--- src/rtl/eoc_pkg.sv ---
// Constants, field layout and types shared by the event output control engine
package eoc_pkg;

  // Timing
  localparam int CLK_MHZ         = 40;
  localparam int TICK_PERIOD_MS  = 1000;
  localparam int TICK_CYCLES_DEF = TICK_PERIOD_MS * 1000 * CLK_MHZ;
  localparam int DELAY_EXTRA_S   = 3;

  // Point addressing
  localparam int PT_W   = 4;
  localparam int NUM_PT = 16;

  // Equation word layout
  localparam int EQ_W       = 40;
  localparam int DLY_LSB    = 32;
  localparam int DLY_W      = 8;
  localparam int OP_LSB     = 28;
  localparam int OP_W       = 4;
  localparam int KIND_LSB   = 26;
  localparam int TYPE_LSB   = 24;
  localparam int NEG_BIT    = 23;
  localparam int CFG_BIT    = 22;
  localparam int TMR_LSB    = 20;
  localparam int TMR_W      = 2;
  localparam int SRC_LO_LSB = 16;
  localparam int SRC_HI_LSB = 12;
  localparam int DST_LO_LSB = 8;
  localparam int DST_HI_LSB = 4;

  // Values after reset
  localparam logic FLAG_RESET = 1'b0;

  typedef enum logic [3:0] {
    OP_NOP   = 4'h0,
    OP_CNT   = 4'h1,
    OP_FLAG  = 4'h2,
    OP_NFLAG = 4'h3,
    OP_OUT   = 4'h4,
    OP_NOUT  = 4'h5,
    OP_ATHR  = 4'h6,
    OP_PTHR  = 4'h7,
    OP_DLY   = 4'h8,
    OP_DLYC  = 4'h9
  } eoc_op_type;

  typedef enum logic [1:0] {
    KIND_INPUT = 2'h0,
    KIND_FLAG  = 2'h1,
    KIND_CNT   = 2'h2
  } eoc_kind_type;

  typedef enum logic [1:0] {
    EVT_ALARM = 2'h0,
    EVT_SUPV  = 2'h1,
    EVT_TRBL  = 2'h2,
    EVT_PRE   = 2'h3
  } eoc_evt_type;

  typedef enum logic [1:0] {
    ST_RUN    = 2'b01,
    ST_COMMIT = 2'b10
  } eoc_state_type;

endpackage : eoc_pkg

--- src/rtl/eoc_delay.sv ---
// One delayed-activation countdown counting whole seconds
`timescale 1ns/1ps
module eoc_delay #(
  parameter int DLY_W = 8
) (
  // Clock and reset
  input  wire logic             clk_i,
  input  wire logic             rst_i,
  // Second tick, argument level and programmed delay
  input  wire logic             tick_i,
  input  wire logic             arm_i,
  input  wire logic [DLY_W-1:0] delay_s_i,
  // Expiry level
  output logic                  expired_o
);

  localparam int REM_W = DLY_W + 1;
  localparam logic [REM_W-1:0] EXTRA = REM_W'(eoc_pkg::DELAY_EXTRA_S);

  if (DLY_W < 1 || DLY_W > 30) begin : g_chk_dly
    $error("DLY_W must be 1 to 30");
  end

  logic [REM_W-1:0] remain_q;
  logic             exp_q;
  logic [REM_W-1:0] full_w;

  assign full_w = REM_W'(delay_s_i) + EXTRA;

  always_ff @(posedge clk_i) begin
    if (rst_i || !arm_i) begin
      remain_q <= full_w;
      exp_q    <= 1'b0;
    end else if (tick_i && !exp_q) begin
      remain_q <= remain_q - REM_W'(1);
      exp_q    <= (remain_q == REM_W'(1));
    end
  end

  assign expired_o = exp_q;
endmodule : eoc_delay

--- src/rtl/eoc_engine.sv ---
// Equation-driven output control engine with flags, counters, delays and thresholds
`timescale 1ns/1ps
module eoc_engine #(
  parameter int NUM_EQ      = 16,
  parameter int NUM_TMR     = 4,
  parameter int CNT_W       = 8,
  parameter int TICK_CYCLES = eoc_pkg::TICK_CYCLES_DEF
) (
  // Clock and system reset
  input  wire logic                          CLOCK_I,
  input  wire logic                          RESET_I,
  // Program load
  input  wire logic                          LOAD_WE_I,
  input  wire logic [$clog2(NUM_EQ)-1:0]     LOAD_ADDR_I,
  input  wire logic [eoc_pkg::EQ_W-1:0]      LOAD_DATA_I,
  input  wire logic                          LOAD_DONE_I,
  // Initiating device pins
  input  wire logic [eoc_pkg::NUM_PT-1:0]    ALARM_I,
  input  wire logic [eoc_pkg::NUM_PT-1:0]    SUPV_I,
  input  wire logic [eoc_pkg::NUM_PT-1:0]    TRBL_I,
  input  wire logic [eoc_pkg::NUM_PT-1:0]    PREALM_I,
  // Cutout period window from the cycling timer, same clock
  input  wire logic                          CUTOUT_WINDOW_I,
  // Results
  output logic      [eoc_pkg::NUM_PT-1:0]    OUT_ACTIVE_O,
  output logic      [eoc_pkg::NUM_PT-1:0]    FLAG_O,
  output logic      [2*eoc_pkg::NUM_PT-1:0]  FLAG_TYPE_O,
  output logic      [CNT_W*eoc_pkg::NUM_PT-1:0] COUNTER_O,
  output logic      [eoc_pkg::NUM_PT-1:0]    ALARM_ADJ_O,
  output logic      [eoc_pkg::NUM_PT-1:0]    PREALM_ADJ_O,
  output logic                               PASS_DONE_O
);

  localparam int NP    = eoc_pkg::NUM_PT;
  localparam int PC_W  = $clog2(NUM_EQ);
  localparam int TCK_W = $clog2(TICK_CYCLES + 1);
  localparam logic [PC_W-1:0] PC_LAST = PC_W'(NUM_EQ - 1);

  if (NUM_EQ < 2 || NUM_EQ > 256 || (NUM_EQ & (NUM_EQ - 1)) != 0) begin : g_chk_eq
    $error("NUM_EQ must be a power of two from 2 to 256");
  end
  if (NUM_TMR < 1 || NUM_TMR > 4) begin : g_chk_tmr
    $error("NUM_TMR must be 1 to 4");
  end
  if (CNT_W < 5) begin : g_chk_cnt
    $error("CNT_W must hold a count of 16");
  end
  if (TICK_CYCLES < 2) begin : g_chk_tick
    $error("TICK_CYCLES must be at least 2");
  end

  function automatic logic [NP-1:0] rmask(input logic [3:0] lo, input logic [3:0] hi);
    logic [NP-1:0] m;
    m = '0;
    for (int i = 0; i < NP; i++) begin
      if (i >= int'(lo) && i <= int'(hi)) begin
        m[i] = 1'b1;
      end
    end
    return m;
  endfunction : rmask

  function automatic logic [4:0] popcnt(input logic [NP-1:0] v);
    logic [4:0] c;
    c = '0;
    for (int i = 0; i < NP; i++) begin
      c = c + 5'(v[i]);
    end
    return c;
  endfunction : popcnt

  // Filtered pins
  logic [NP-1:0] alarm_s;
  logic [NP-1:0] supv_s;
  logic [NP-1:0] trbl_s;
  logic [NP-1:0] pre_s;

  eoc_sync #(.WIDTH(NP)) u_sync_alarm (.clk_i(CLOCK_I), .rst_i(RESET_I), .async_i(ALARM_I),
    .sync_o(alarm_s));
  eoc_sync #(.WIDTH(NP)) u_sync_supv (.clk_i(CLOCK_I), .rst_i(RESET_I), .async_i(SUPV_I),
    .sync_o(supv_s));
  eoc_sync #(.WIDTH(NP)) u_sync_trbl (.clk_i(CLOCK_I), .rst_i(RESET_I), .async_i(TRBL_I),
    .sync_o(trbl_s));
  eoc_sync #(.WIDTH(NP)) u_sync_pre (.clk_i(CLOCK_I), .rst_i(RESET_I), .async_i(PREALM_I),
    .sync_o(pre_s));

  // Program store and sequencer
  logic [eoc_pkg::EQ_W-1:0]  prog_q [NUM_EQ];
  logic                      prog_ok_q;
  logic [PC_W-1:0]           pc_q;
  eoc_pkg::eoc_state_type    state_q;
  logic                      pass_done_q;
  logic                      init_w;

  assign init_w = RESET_I || LOAD_DONE_I;

  always_ff @(posedge CLOCK_I) begin
    if (LOAD_WE_I) begin
      prog_q[LOAD_ADDR_I] <= LOAD_DATA_I;
    end
  end

  // Engine idles after reset until a program load completes
  always_ff @(posedge CLOCK_I) begin
    if (RESET_I) begin
      prog_ok_q <= 1'b0;
    end else if (LOAD_DONE_I) begin
      prog_ok_q <= 1'b1;
    end
  end

  always_ff @(posedge CLOCK_I) begin
    if (init_w) begin
      state_q     <= eoc_pkg::ST_RUN;
      pc_q        <= '0;
      pass_done_q <= 1'b0;
    end else begin
      pass_done_q <= 1'b0;
      case (state_q)
        eoc_pkg::ST_RUN: begin
          pc_q <= pc_q + PC_W'(1);
          if (pc_q == PC_LAST) begin
            state_q <= eoc_pkg::ST_COMMIT;
          end
        end
        eoc_pkg::ST_COMMIT: begin
          state_q     <= eoc_pkg::ST_RUN;
          pass_done_q <= 1'b1;
        end
        default: begin
          state_q <= eoc_pkg::ST_RUN;
        end
      endcase
    end
  end

  // Decode of the current equation
  logic [eoc_pkg::EQ_W-1:0]  eq;
  eoc_pkg::eoc_op_type       op;
  eoc_pkg::eoc_kind_type     kind;
  eoc_pkg::eoc_evt_type      fld_type;
  logic                      neg;
  logic                      cfg;
  logic [eoc_pkg::TMR_W-1:0] tmr;
  logic [3:0]                src_lo;
  logic [3:0]                src_hi;
  logic [3:0]                dst_lo;
  logic [NP-1:0]             dmask;
  logic [eoc_pkg::DLY_W-1:0] dly;
  logic                      exec;

  assign eq       = prog_q[pc_q];
  assign op       = eoc_pkg::eoc_op_type'(eq[eoc_pkg::OP_LSB +: eoc_pkg::OP_W]);
  assign kind     = eoc_pkg::eoc_kind_type'(eq[eoc_pkg::KIND_LSB +: 2]);
  assign fld_type = eoc_pkg::eoc_evt_type'(eq[eoc_pkg::TYPE_LSB +: 2]);
  assign neg      = eq[eoc_pkg::NEG_BIT];
  assign cfg      = eq[eoc_pkg::CFG_BIT];
  assign tmr      = eq[eoc_pkg::TMR_LSB +: eoc_pkg::TMR_W];
  assign src_lo   = eq[eoc_pkg::SRC_LO_LSB +: eoc_pkg::PT_W];
  assign src_hi   = eq[eoc_pkg::SRC_HI_LSB +: eoc_pkg::PT_W];
  assign dst_lo   = eq[eoc_pkg::DST_LO_LSB +: eoc_pkg::PT_W];
  assign dmask    = rmask(dst_lo, eq[eoc_pkg::DST_HI_LSB +: eoc_pkg::PT_W]);
  assign dly      = eq[eoc_pkg::DLY_LSB +: eoc_pkg::DLY_W];
  assign exec     = prog_ok_q && state_q == eoc_pkg::ST_RUN;

  // Virtual state
  logic [NP-1:0]             flags_q;
  eoc_pkg::eoc_evt_type      flag_type_q [NP];
  logic [CNT_W-1:0]          cnt_q [NP];
  eoc_pkg::eoc_evt_type      cnt_type_q [NP];
  logic [NUM_TMR-1:0]        tmr_exp;

  // Argument evaluation
  logic [NP-1:0]             src_vec;
  logic [CNT_W-1:0]          src_raw;
  logic [CNT_W-1:0]          src_val;
  eoc_pkg::eoc_evt_type      src_type;
  logic                      src_true;
  logic                      dly_fire;

  always_comb begin
    case (fld_type)
      eoc_pkg::EVT_ALARM: src_vec = alarm_s;
      eoc_pkg::EVT_SUPV:  src_vec = supv_s;
      eoc_pkg::EVT_TRBL:  src_vec = trbl_s;
      default:            src_vec = pre_s;
    endcase
    src_raw  = CNT_W'(popcnt(src_vec & rmask(src_lo, src_hi)));
    src_type = fld_type;
    if (kind == eoc_pkg::KIND_FLAG) begin
      src_raw  = CNT_W'(flags_q[src_lo]);
      src_type = flag_type_q[src_lo];
    end else if (kind == eoc_pkg::KIND_CNT) begin
      src_raw  = cnt_q[src_lo];
      src_type = cnt_type_q[src_lo];
    end
    src_true = (src_raw != '0) ^ neg;
    src_val  = neg ? CNT_W'(src_true) : src_raw;
    dly_fire = src_true && tmr_exp[tmr];
  end

  // Flags take 1 from a set and 0 from a negated set, so a later alarm sets a cleared flag again
  always_ff @(posedge CLOCK_I) begin
    if (init_w) begin
      flags_q <= {NP{eoc_pkg::FLAG_RESET}};
    end else if (exec && src_true && op == eoc_pkg::OP_FLAG) begin
      flags_q <= flags_q | dmask;
    end else if (exec && src_true && op == eoc_pkg::OP_NFLAG) begin
      flags_q <= flags_q & ~dmask;
    end
  end

  always_ff @(posedge CLOCK_I) begin
    for (int i = 0; i < NP; i++) begin
      if (init_w) begin
        flag_type_q[i] <= eoc_pkg::EVT_ALARM;
      end else if (exec && src_true && op == eoc_pkg::OP_FLAG && dmask[i]) begin
        flag_type_q[i] <= src_type;
      end
    end
  end

  // A negated argument writes its truth as 0 or 1 to the counter; each write replaces the old value
  always_ff @(posedge CLOCK_I) begin
    for (int i = 0; i < NP; i++) begin
      if (RESET_I || LOAD_DONE_I) begin
        cnt_q[i]      <= '0;
        cnt_type_q[i] <= eoc_pkg::EVT_ALARM;
      end else if (exec && dmask[i] && op == eoc_pkg::OP_CNT) begin
        cnt_q[i]      <= src_val;
        cnt_type_q[i] <= src_type;
      end else if (exec && dmask[i] && op == eoc_pkg::OP_DLYC) begin
        cnt_q[i]      <= dly_fire ? src_val : '0;
        cnt_type_q[i] <= src_type;
      end
    end
  end

  // Physical outputs: latched, cutout-latched and per-pass tracked parts
  logic [NP-1:0] latch_q;
  logic [NP-1:0] cyc_q;
  logic [NP-1:0] track_q;
  logic [NP-1:0] out_q;
  logic [NP-1:0] drive_acc_q;
  logic [NP-1:0] kill_acc_q;
  logic          is_alarm;
  logic          commit;

  assign is_alarm = src_type == eoc_pkg::EVT_ALARM;
  assign commit   = state_q == eoc_pkg::ST_COMMIT;

  always_ff @(posedge CLOCK_I) begin
    if (init_w) begin
      latch_q <= '0;
      cyc_q   <= '0;
    end else if (exec && src_true) begin
      if (op == eoc_pkg::OP_OUT && is_alarm && cfg) begin
        cyc_q <= cyc_q | dmask;
      end else if (op == eoc_pkg::OP_OUT && is_alarm) begin
        latch_q <= latch_q | dmask;
      end else if (op == eoc_pkg::OP_DLY && is_alarm && tmr_exp[tmr]) begin
        latch_q <= latch_q | dmask;
      end else if (op == eoc_pkg::OP_NOUT) begin
        latch_q <= latch_q & ~dmask;
        cyc_q   <= cyc_q & ~dmask;
      end
    end
  end

  // Tracked drive is gathered over a pass so the outputs do not glitch mid-pass
  always_ff @(posedge CLOCK_I) begin
    if (init_w || commit) begin
      drive_acc_q <= '0;
      kill_acc_q  <= '0;
    end else if (exec && src_true && !is_alarm) begin
      if (op == eoc_pkg::OP_OUT || (op == eoc_pkg::OP_DLY && tmr_exp[tmr])) begin
        drive_acc_q <= drive_acc_q | dmask;
      end else if (op == eoc_pkg::OP_NOUT) begin
        kill_acc_q <= kill_acc_q | dmask;
      end
    end else if (exec && src_true && op == eoc_pkg::OP_NOUT) begin
      kill_acc_q <= kill_acc_q | dmask;
    end
  end

  always_ff @(posedge CLOCK_I) begin
    if (init_w) begin
      track_q <= '0;
    end else if (commit) begin
      track_q <= drive_acc_q & ~kill_acc_q;
    end
  end

  always_ff @(posedge CLOCK_I) begin
    if (init_w) begin
      out_q <= '0;
    end else begin
      out_q <= latch_q | track_q | (cyc_q & {NP{CUTOUT_WINDOW_I}});
    end
  end

  // Threshold adjustment
  logic [NP-1:0] athr_lat_q;
  logic [NP-1:0] athr_acc_q;
  logic [NP-1:0] athr_trk_q;
  logic [NP-1:0] pthr_acc_q;
  logic [NP-1:0] pthr_trk_q;

  always_ff @(posedge CLOCK_I) begin
    if (init_w) begin
      athr_lat_q <= '0;
    end else if (exec && src_true && op == eoc_pkg::OP_ATHR && is_alarm &&
                 (cfg || kind == eoc_pkg::KIND_FLAG)) begin
      athr_lat_q <= athr_lat_q | dmask;
    end
  end

  always_ff @(posedge CLOCK_I) begin
    if (init_w || commit) begin
      athr_acc_q <= '0;
      pthr_acc_q <= '0;
    end else if (exec && src_true && op == eoc_pkg::OP_ATHR && is_alarm) begin
      athr_acc_q <= athr_acc_q | dmask;
    end else if (exec && src_true && op == eoc_pkg::OP_PTHR &&
                 src_type == eoc_pkg::EVT_PRE) begin
      pthr_acc_q <= pthr_acc_q | dmask;
    end
  end

  always_ff @(posedge CLOCK_I) begin
    if (init_w) begin
      athr_trk_q <= '0;
      pthr_trk_q <= '0;
    end else if (commit) begin
      athr_trk_q <= athr_acc_q;
      pthr_trk_q <= pthr_acc_q;
    end
  end

  // One-second tick and delay timers
  logic [TCK_W-1:0]          tick_cnt_q;
  logic                      tick;
  logic [NUM_TMR-1:0]        arm_q;
  logic [NUM_TMR-1:0]        arm_acc_q;
  logic [eoc_pkg::DLY_W-1:0] tmr_load_q [NUM_TMR];
  logic                      is_dly;

  assign tick   = tick_cnt_q == TCK_W'(TICK_CYCLES - 1);
  assign is_dly = op == eoc_pkg::OP_DLY || op == eoc_pkg::OP_DLYC;

  always_ff @(posedge CLOCK_I) begin
    if (init_w || tick) begin
      tick_cnt_q <= '0;
    end else begin
      tick_cnt_q <= tick_cnt_q + TCK_W'(1);
    end
  end

  always_ff @(posedge CLOCK_I) begin
    if (init_w) begin
      arm_q     <= '0;
      arm_acc_q <= '0;
    end else if (commit) begin
      arm_q     <= arm_acc_q;
      arm_acc_q <= '0;
    end else if (exec && is_dly && src_true && int'(tmr) < NUM_TMR) begin
      arm_acc_q[tmr] <= 1'b1;
    end
  end

  always_ff @(posedge CLOCK_I) begin
    for (int t = 0; t < NUM_TMR; t++) begin
      if (init_w) begin
        tmr_load_q[t] <= '0;
      end else if (exec && is_dly && int'(tmr) == t) begin
        tmr_load_q[t] <= dly;
      end
    end
  end

  for (genvar t = 0; t < NUM_TMR; t++) begin : g_tmr
    eoc_delay #(.DLY_W(eoc_pkg::DLY_W)) u_delay (
      .clk_i     (CLOCK_I),
      .rst_i     (init_w),
      .tick_i    (tick),
      .arm_i     (arm_q[t]),
      .delay_s_i (tmr_load_q[t]),
      .expired_o (tmr_exp[t])
    );
  end

  // Output packing
  for (genvar i = 0; i < NP; i++) begin : g_pack
    assign FLAG_TYPE_O[2*i +: 2]     = flag_type_q[i];
    assign COUNTER_O[CNT_W*i +: CNT_W] = cnt_q[i];
  end

  assign OUT_ACTIVE_O = out_q;
  assign FLAG_O       = flags_q;
  assign ALARM_ADJ_O  = athr_lat_q | athr_trk_q;
  assign PREALM_ADJ_O = pthr_trk_q;
  assign PASS_DONE_O  = pass_done_q;
endmodule : eoc_engine

--- src/rtl/eoc_sync.sv ---
// Three-stage pin synchroniser with agreement filter
`timescale 1ns/1ps
module eoc_sync #(
  parameter int WIDTH = 16
) (
  // Clock and reset
  input  wire logic             clk_i,
  input  wire logic             rst_i,
  // Pins and filtered levels
  input  wire logic [WIDTH-1:0] async_i,
  output logic      [WIDTH-1:0] sync_o
);

  logic [WIDTH-1:0] s1_q;
  logic [WIDTH-1:0] s2_q;
  logic [WIDTH-1:0] s3_q;
  logic [WIDTH-1:0] lvl_q;

  if (WIDTH < 1) begin : g_chk_width
    $error("WIDTH must be at least 1");
  end

  always_ff @(posedge clk_i) begin
    s1_q <= async_i;
    s2_q <= s1_q;
    s3_q <= s2_q;
  end

  // A bit moves only when the last two stages agree
  always_ff @(posedge clk_i) begin
    if (rst_i) begin
      lvl_q <= '0;
    end else begin
      lvl_q <= (s2_q & s3_q) | (lvl_q & (s2_q | s3_q));
    end
  end

  assign sync_o = lvl_q;

endmodule : eoc_sync

--- config.mk ---
export PLATFORM = sky130hd
export DESIGN_NAME = eoc_engine
export DESIGN_NICKNAME = d
export VERILOG_FILES = /design/src/rtl/eoc_pkg.sv /design/src/rtl/eoc_delay.sv /design/src/rtl/eoc_engine.sv /design/src/rtl/eoc_sync.sv
export SDC_FILE = /design/constraint.sdc
export NUM_CORES = 2
export LEC_CHECK = 0
export ABC_AREA = 1
export BUFFER_PORTS_ARGS = -buffer_cell sky130_fd_sc_hd__buf_2
export CAP_MARGIN = 20
export CORE_ASPECT_RATIO = 1.2
export CORE_UTILIZATION = 37
export CTS_BUF_LIST = sky130_fd_sc_hd__clkbuf_16
export DETAILED_ROUTE_END_ITERATION = 8
export GPL_TIMING_DRIVEN = 0
export PLACE_DENSITY = 0.56
export SLEW_MARGIN = 20
export SYNTH_ARGS = -nofsm -noshare
export SYNTH_HDL_FRONTEND = slang
export SYNTH_SLANG_ARGS = --single-unit
--- constraint.sdc ---
create_clock -name CLOCK_I -period 7.76 [get_ports CLOCK_I]
set_input_delay 0.776 -clock CLOCK_I [delete_from_list [all_inputs] [get_ports CLOCK_I]]
set_output_delay 0.776 -clock CLOCK_I [all_outputs]
set_load 0.03 [all_outputs]
# --- Yosys cells after proc, flatten, opt, wreduce, memory -nomap -nowiden ---
# Memory sizes are Yosys's and may differ from the RTL's. A register that Yosys moved wholly into a read port is not among the register bits.
# Cells that the tools add are included.
totals:
  ff_bits: 530
  ramBits: 864
  out_inout_bits: 225
  n_memories: 5
op_classes:
  add_sub_neg: 25
  n_lt_le_gt_ge: 63
  eq_ne: 29
  mux: 329
  n_bitwise: 124
  reduce_logical: 158
mem_list:
  columns: ["memory", "depth", "width", "rd", "rd_ports_with_merged_regs", "write_ports", "line_no", "source"]
  rows:
  - ["prog_q", 16, 40, 1, 1, 1, "eoc_engine.sv:88", "logic [eoc_pkg::EQ_W-1:0] prog_q [NUM_EQ];"]
  - ["cnt_q", 16, 8, 17, 0, 16, "eoc_engine.sv:169", "logic [CNT_W-1:0] cnt_q [NP];"]
  - ["cnt_type_q", 16, 2, 1, 0, 16, "eoc_engine.sv:170", "eoc_pkg::eoc_evt_type cnt_type_q [NP];"]
  - ["flag_type_q", 16, 2, 17, 0, 16, "eoc_engine.sv:168", "eoc_pkg::eoc_evt_type flag_type_q [NP];"]
  - ["tmr_load_q", 4, 8, 4, 0, 4, "eoc_engine.sv:345", "logic [eoc_pkg::DLY_W-1:0] tmr_load_q [NUM_TMR];"]
ops:
  columns: ["cell", "n"]
  rows:
  - ["8-bit 2-to-1 mux", 40]
  - ["16-bit OR", 19]
  - ["16-bit bitwise AND", 14]
  - ["1-bit 2-to-1 mux", 212]
  - ["16-bit 2-to-1 mux", 13]
  - ["1-bit logical AND", 120]
  - ["2-bit 2-to-1 mux", 50]
  - ["1-bit OR", 84]
  - ["9-bit 2-to-1 mux", 8]
  - ["4-bit less-or-equal comparator, first input constant", 16]
  - ["4-bit greater-or-equal comparator, first input constant", 14]
  - ["5-bit by 1-bit adder with 5-bit output", 11]
  - ["16-bit case mux with 3 select lines", 1]
  - ["8-bit by 2-bit adder with 9-bit output, second input constant", 4]
  - ["9-bit by 1-bit equality test with 1-bit output, second input constant", 4]
  - ["9-bit by 1-bit subtractor with 9-bit output, second input constant", 4]
  - ["3-bit by 4-bit greater-or-equal comparator with 1-bit output, first input constant", 8]
  - ["3-bit by 4-bit less-or-equal comparator with 1-bit output, first input constant", 8]
  - ["16-bit inverter", 2]
  - ["26-bit by 1-bit adder with 26-bit output, second input constant", 1]
  - ["26-bit equality test, second input constant", 1]
  - ["4-bit by 3-bit equality test with 1-bit output, second input constant", 4]
  - ["1-bit by 4-bit greater-or-equal comparator with 1-bit output, first input constant", 4]
  - ["2-bit by 4-bit greater-or-equal comparator with 1-bit output, first input constant", 4]
  - ["other kinds (34)", 82]

# --- Depth between registers and ports, before layout ---
depth:
  word_depth: 30
  ltp_mapped: 41
  mapped_depth_nobuf: 35

# --- By module ---
# From an unflattened synthesis, not the netlist that was laid out.
unflattened:
  hier_cells: 5014
  hier_area_um2: 52879.5
by_module_without_submodules:
  columns: ["mod", "instances", "cells_each", "area_per_inst_um2", "seq_area_each_um2"]
  rows:
  - ["eoc_engine", 1, 4134, 43475.4, 28787.6]
  - ["eoc_sync", 4, 114, 1587.8, 1281.2]
  - ["eoc_delay", 4, 106, 763.2, 290.3]

# --- Worst setup path before layout ---
# No wires, ideal clock.
synth_path:
  path_kind: "reg2reg"
  from: "register (tool-made name)"
  to: "memory flag_type_q[1][0] (netlist name), enable pin"
  setup_ns: 0.327
  arrival_ns: 6.753
  required_ns: 7.433
  setup_slack_ns: 0.680
  stages_incl_launch_ff: 37
  synth_period_minus_slack_ns: 7.080
  path_cell_list: "dfxtp_1 > buf_2 > buf_4 > buf_2 > buf_2 > clkbuf_1 > clkbuf_1 > clkbuf_1 > o21ai_0 > o221ai_1 > nand3_1 > nand2_1 > nor2_1 > nand2_1 > nand2_1 > a311oi_1 > fa_1 > fa_1 > fa_1 > inv_1 > fa_1 > inv_1 > ha_1 > inv_1 > fa_1 > xor2_1 > nor2_1 > a21oi_1 > nand2_1 > nor2_1 > nand2_1 > nand2_1 > nand3_1 > inv_1 > nand2_1 > clkbuf_1 > o21ai_0"
synth_rtl:
  columns: ["element", "line_no"]
  rows:
  - ["to (decl)", "eoc_engine.sv:168"]

==> results.txt <==
----------------------------------------------------
[Outcome]
  Status ... finished, final reports clean

[Critical path]
  Slowest library cell on the worst path ... sky130_fd_sc_hd__fa_1
  Class of the most critical setup path ... register to register
  Capturing point of the worst reg2reg path ... flag_type_q[1][1]$_SDFFCE_PN0P_
  Largest delay contributor family on the critical path ... adder cells
  Instance count on the critical path ... 31
  WP data required ... roughly 8.4 ns
  Highest net fanout along the worst path ... 10
  Max incr delay on CP ... around 0.55 ns
  Crit path buffers/inverters ... 6
  Sort of element at the start of the critical path ... register
  Signal arrival time at the worst endpoint ... between 8 and 9 ns
  Cell count of the worst reg-to-reg path ... 31
  Worst reg2reg setup slack ... 0.25 ns
  Type of destination of the critical path ... register
  Most used cell along the critical path ... sky130_fd_sc_hd__nor2_1

[Pwr]
  Portion of total power attributed to combinational logic ... between 8 and 9%
  Leakage component of the power ... about 0.023 uW
  Max rail drop VDD ... 0.234 mV
  Sequential share of power ... between 50% and 60%
  Internal power contribution ... approximately 12000 uW
  Switching power ... 3890 uW
  Clock power frac ... about two fifths
  P per Cell Area ... between 200 and 250 mW/mm2
  Switch share ... 25.2%

[STA]
  Fin worst setup slack ... about 0.25 ns
  Max Fclk ... between 100 and 150 MHz
  Tightest slew margin relative to the limit ... approximately a quarter
  Actual transition at the worst max-transition pin ... 1.13 ns
  Shortest period the worst path allows ... approximately 7.5 ns
  Slew Limit Fails ... 0
  Number of failing hold endpoints at the final stage ... 0
  Setup violations, final ... 0
  Setup Skew ... 0.0368 ns
  Sum of negative setup slack ... 0 ns
  Share of the clock period used by the worst path ... 96.7%

[Route]
  Routed metal-1 wire length ... between 60 and 70 mm
  Drt via density ... approximately 5.3
  Max Used Layer ... met5
  Count of unresolved DRC violations after routing ... 0
  Overall routed net length ... ~170 mm
  Antenna violation net count after detailed routing ... 0
  DRC marker count from the first detailed-route iteration ... 3767
  WL met3 ... 12.3 mm
  Total met2 wirelength after detailed routing ... 81.7 mm
  First-pass iteration count of the detailed router ... 6
  WL per Instance ... 22.9 um
  Vias ... around 39000

[CTS]
  Master cell of the clock root buffer ... sky130_fd_sc_hd__clkbuf_16
  Cts hold-fix bufs ... 0
  Number of clock sinks seen by CTS ... ~1300
  Bufs on Longest Clock Path ... 3
  TritonCTS clock tree ... yes
  Clock-pin slew on the worst setup and hold paths ... about 0.060 ns
  Clock H-tree levels ... 4
  Worst-skew pair later-pin latency ... between 0.7 and 0.8 ns
  Number of buffers created by CTS ... 138

[Logic synthesis]
  Post-Synthesis Net Count ... 5105
  Number of enable flip-flop cells after synthesis ... 836
  Top cells by area in the synthesized netlist ... sky130_fd_sc_hd__edfxtp_1, sky130_fd_sc_hd__dfxtp_1, sky130_fd_sc_hd__nor2_1
  Yosys warns ... 0
  Synthesized instance count ... a little under 5000
  Top-area cell type share of the netlist area ... between 40% and 50%
  Library cells used by synthesis ... just under 60
  Synthesized area divided by synthesized cell count ... roughly 11 um2
  Share of synthesized area occupied by flip-flops and latches ... between 60% and 70%
  Ys async rst share ... 0%
  Flip-flop and latch count after synthesis ... 1334
  Post-synth top flop ... sky130_fd_sc_hd__edfxtp_1
  Area of the mapped netlist ... between 0.05 and 0.06 mm2
  Dominant cell type by area after synthesis ... sky130_fd_sc_hd__edfxtp_1

[Global route]
  Global-route usage over all layers ... a little under a quarter
  Largest net degree at the start of global routing ... 29
  GRT overflow ... 0
  Initial antenna violation count ... 17
  First-pass GRT wire length ... 245 mm
  Number of global-route vias before repair ... about 38000

[Final layout]
  Share of final-layout standard cells stronger than drive strength 1 ... ~15%
  Synthesis-to-layout area growth ... 19.6%
  Most used cells in the layout excluding fill and tap cells ... sky130_fd_sc_hd__edfxtp_1, sky130_fd_sc_hd__nor2_1, sky130_fd_sc_hd__nand2_1
  Final non-filler cell total ... about 7400
  Number of nets at the end of the flow ... 5638
  Non-Filler Cell Area, Final ... ~0.062 mm2
  Most common cell after layout, fill and taps aside ... sky130_fd_sc_hd__edfxtp_1

[Run]
  Number of max-cap violations ... 0

[Hold path]
  Hold Path Class ... primary input to register
  Startpoint of the lowest-slack hold path ... PREALM_I[15]
  WHS Endpoint ... u_sync_pre.s1_q[15]$_DFF_P_
  Number of cells on the worst hold path ... 1

[Floorplan]
  Floorplan Core Area ... ~0.14 mm2
  # rows ... 150
  Count of boundary I/O pins ... 338
  Die footprint ... about 0.14 mm2
  Die outline height ... around 410 um
  Initial core utilization ... roughly 37%
  Width of the die ... around 340 um

[Place]
  Number of port buffers ... around 330
  Cell area reported after detailed placement ... ~0.057 mm2
  Cell count after placement ... ~7200
  Routability-driven placement congestion ratio ... between 0.9 and 1
  Dpl ws ... -2.20 ns
  Hpwl dp ... 121 mm

----------------------------------------------------
-- cell type report --
cell class	count	area, um2
fill	13200	77300
sequential	1334	35100
multi-input combinational	2950	14900
clock buffer	141	3530
timing repair buffer	402	2860
tap	1824	2280
inverter	419	1600
buffer	251	1350
clock inverter	104	722
antenna	2	5.00
-- synth_stat cells (16+ instances only) --
master,count
sky130_fd_sc_hd__edfxtp_1,836
sky130_fd_sc_hd__nor2_1,763
sky130_fd_sc_hd__nand2_1,690
sky130_fd_sc_hd__dfxtp_1,498
sky130_fd_sc_hd__o21ai_0,419
sky130_fd_sc_hd__inv_1,401
sky130_fd_sc_hd__nand3_1,381
sky130_fd_sc_hd__a21oi_1,241
sky130_fd_sc_hd__clkbuf_1,163
sky130_fd_sc_hd__o221ai_1,91
sky130_fd_sc_hd__buf_2,61
sky130_fd_sc_hd__o211ai_1,43
sky130_fd_sc_hd__o22ai_1,43
sky130_fd_sc_hd__xor2_1,28
sky130_fd_sc_hd__a31oi_1,24
sky130_fd_sc_hd__nor3_1,22
sky130_fd_sc_hd__ha_1,19
sky130_fd_sc_hd__nand3b_1,19
sky130_fd_sc_hd__buf_1,18
sky130_fd_sc_hd__buf_4,16
sky130_fd_sc_hd__o21ai_1,16
-- worst max-delay path by stage --
stage | start | slack [ns] | end
after global placement | register | -2.22 | flag_type_q[0][0]$_SDFFCE_PN0P_
after floorplan | register | 0.68 | flag_type_q[1][0]$_SDFFCE_PN0P_
after global routing | register | -0.01 | flag_type_q[1][1]$_SDFFCE_PN0P_
final | register | 0.25 | flag_type_q[1][1]$_SDFFCE_PN0P_
after CTS | register | 0.01 | flag_type_q[1][1]$_SDFFCE_PN0P_
after detailed placement | register | -2.20 | flag_type_q[0][1]$_SDFFCE_PN0P_
-- what timing repair did --
item	CTS	global route
pin swaps	8	24
endpoints found under the setup margin	324	320
buffers inserted	11	15
gates resized for setup	157	92
-- metrics by stage --
| stage | power [uW] | utilization [%] | hold WS (ns) |
|---|---|---|---|
| 2_1_floorplan | 8610 | - | 0.310 |
| 3_3_place_gp | 9140 | 40.2 | 0.313 |
| 3_5_place_dp | 9170 | 40.9 | 0.312 |
| 4_1_cts | 15500 | 44.4 | 0.0225 |
| 5_1_grt | 15900 | 44.7 | 0.0549 |
| 6_report | 15400 | 44.7 | 0.0825 |
-- per-layer routing --
layer / track usage [%] / vias up
li1: - / 18200
met2: 39.3 / 1686
met5: 0 / -
met4: 10.7 / 22
met1: 29.5 / 19100
met3: 3.85 / 388
-- logic make-up after synthesis --
kind of cell / Yosys count / share of synthesized area, %
flops: 1334 / 67.3
simple gates: 1942 / 15.6
buf+inv: 679 / 5.18
xor+xnor: 40 / 0.672
mux: 5 / 0.0960
fa+ha+maj: 29 / 0.840
compound gates: 934 / 10.4
-- registers in the layout, indices dropped and copies added, names as in the netlist, 26 cells and up, named ones only --
name                    flops
prog_q                    576
cnt_q                     128
g_tmr.u_delay.remain_q     36
cnt_type_q                 32
flag_type_q                32
tmr_load_q                 32
tick_cnt_q                 26
-- power by group through the flow --
stage	Combinational [uW]	Clock, uW	Sequential (uW)
3_3_place_gp	1150	0	7980
6_report	1270	6320	7830
4_1_cts	1230	6400	7830
5_1_grt	1360	6660	7850
3_5_place_dp	1190	0	7980
2_1_floorplan	591	0	8020
Power figures use the tool's default switching activity.
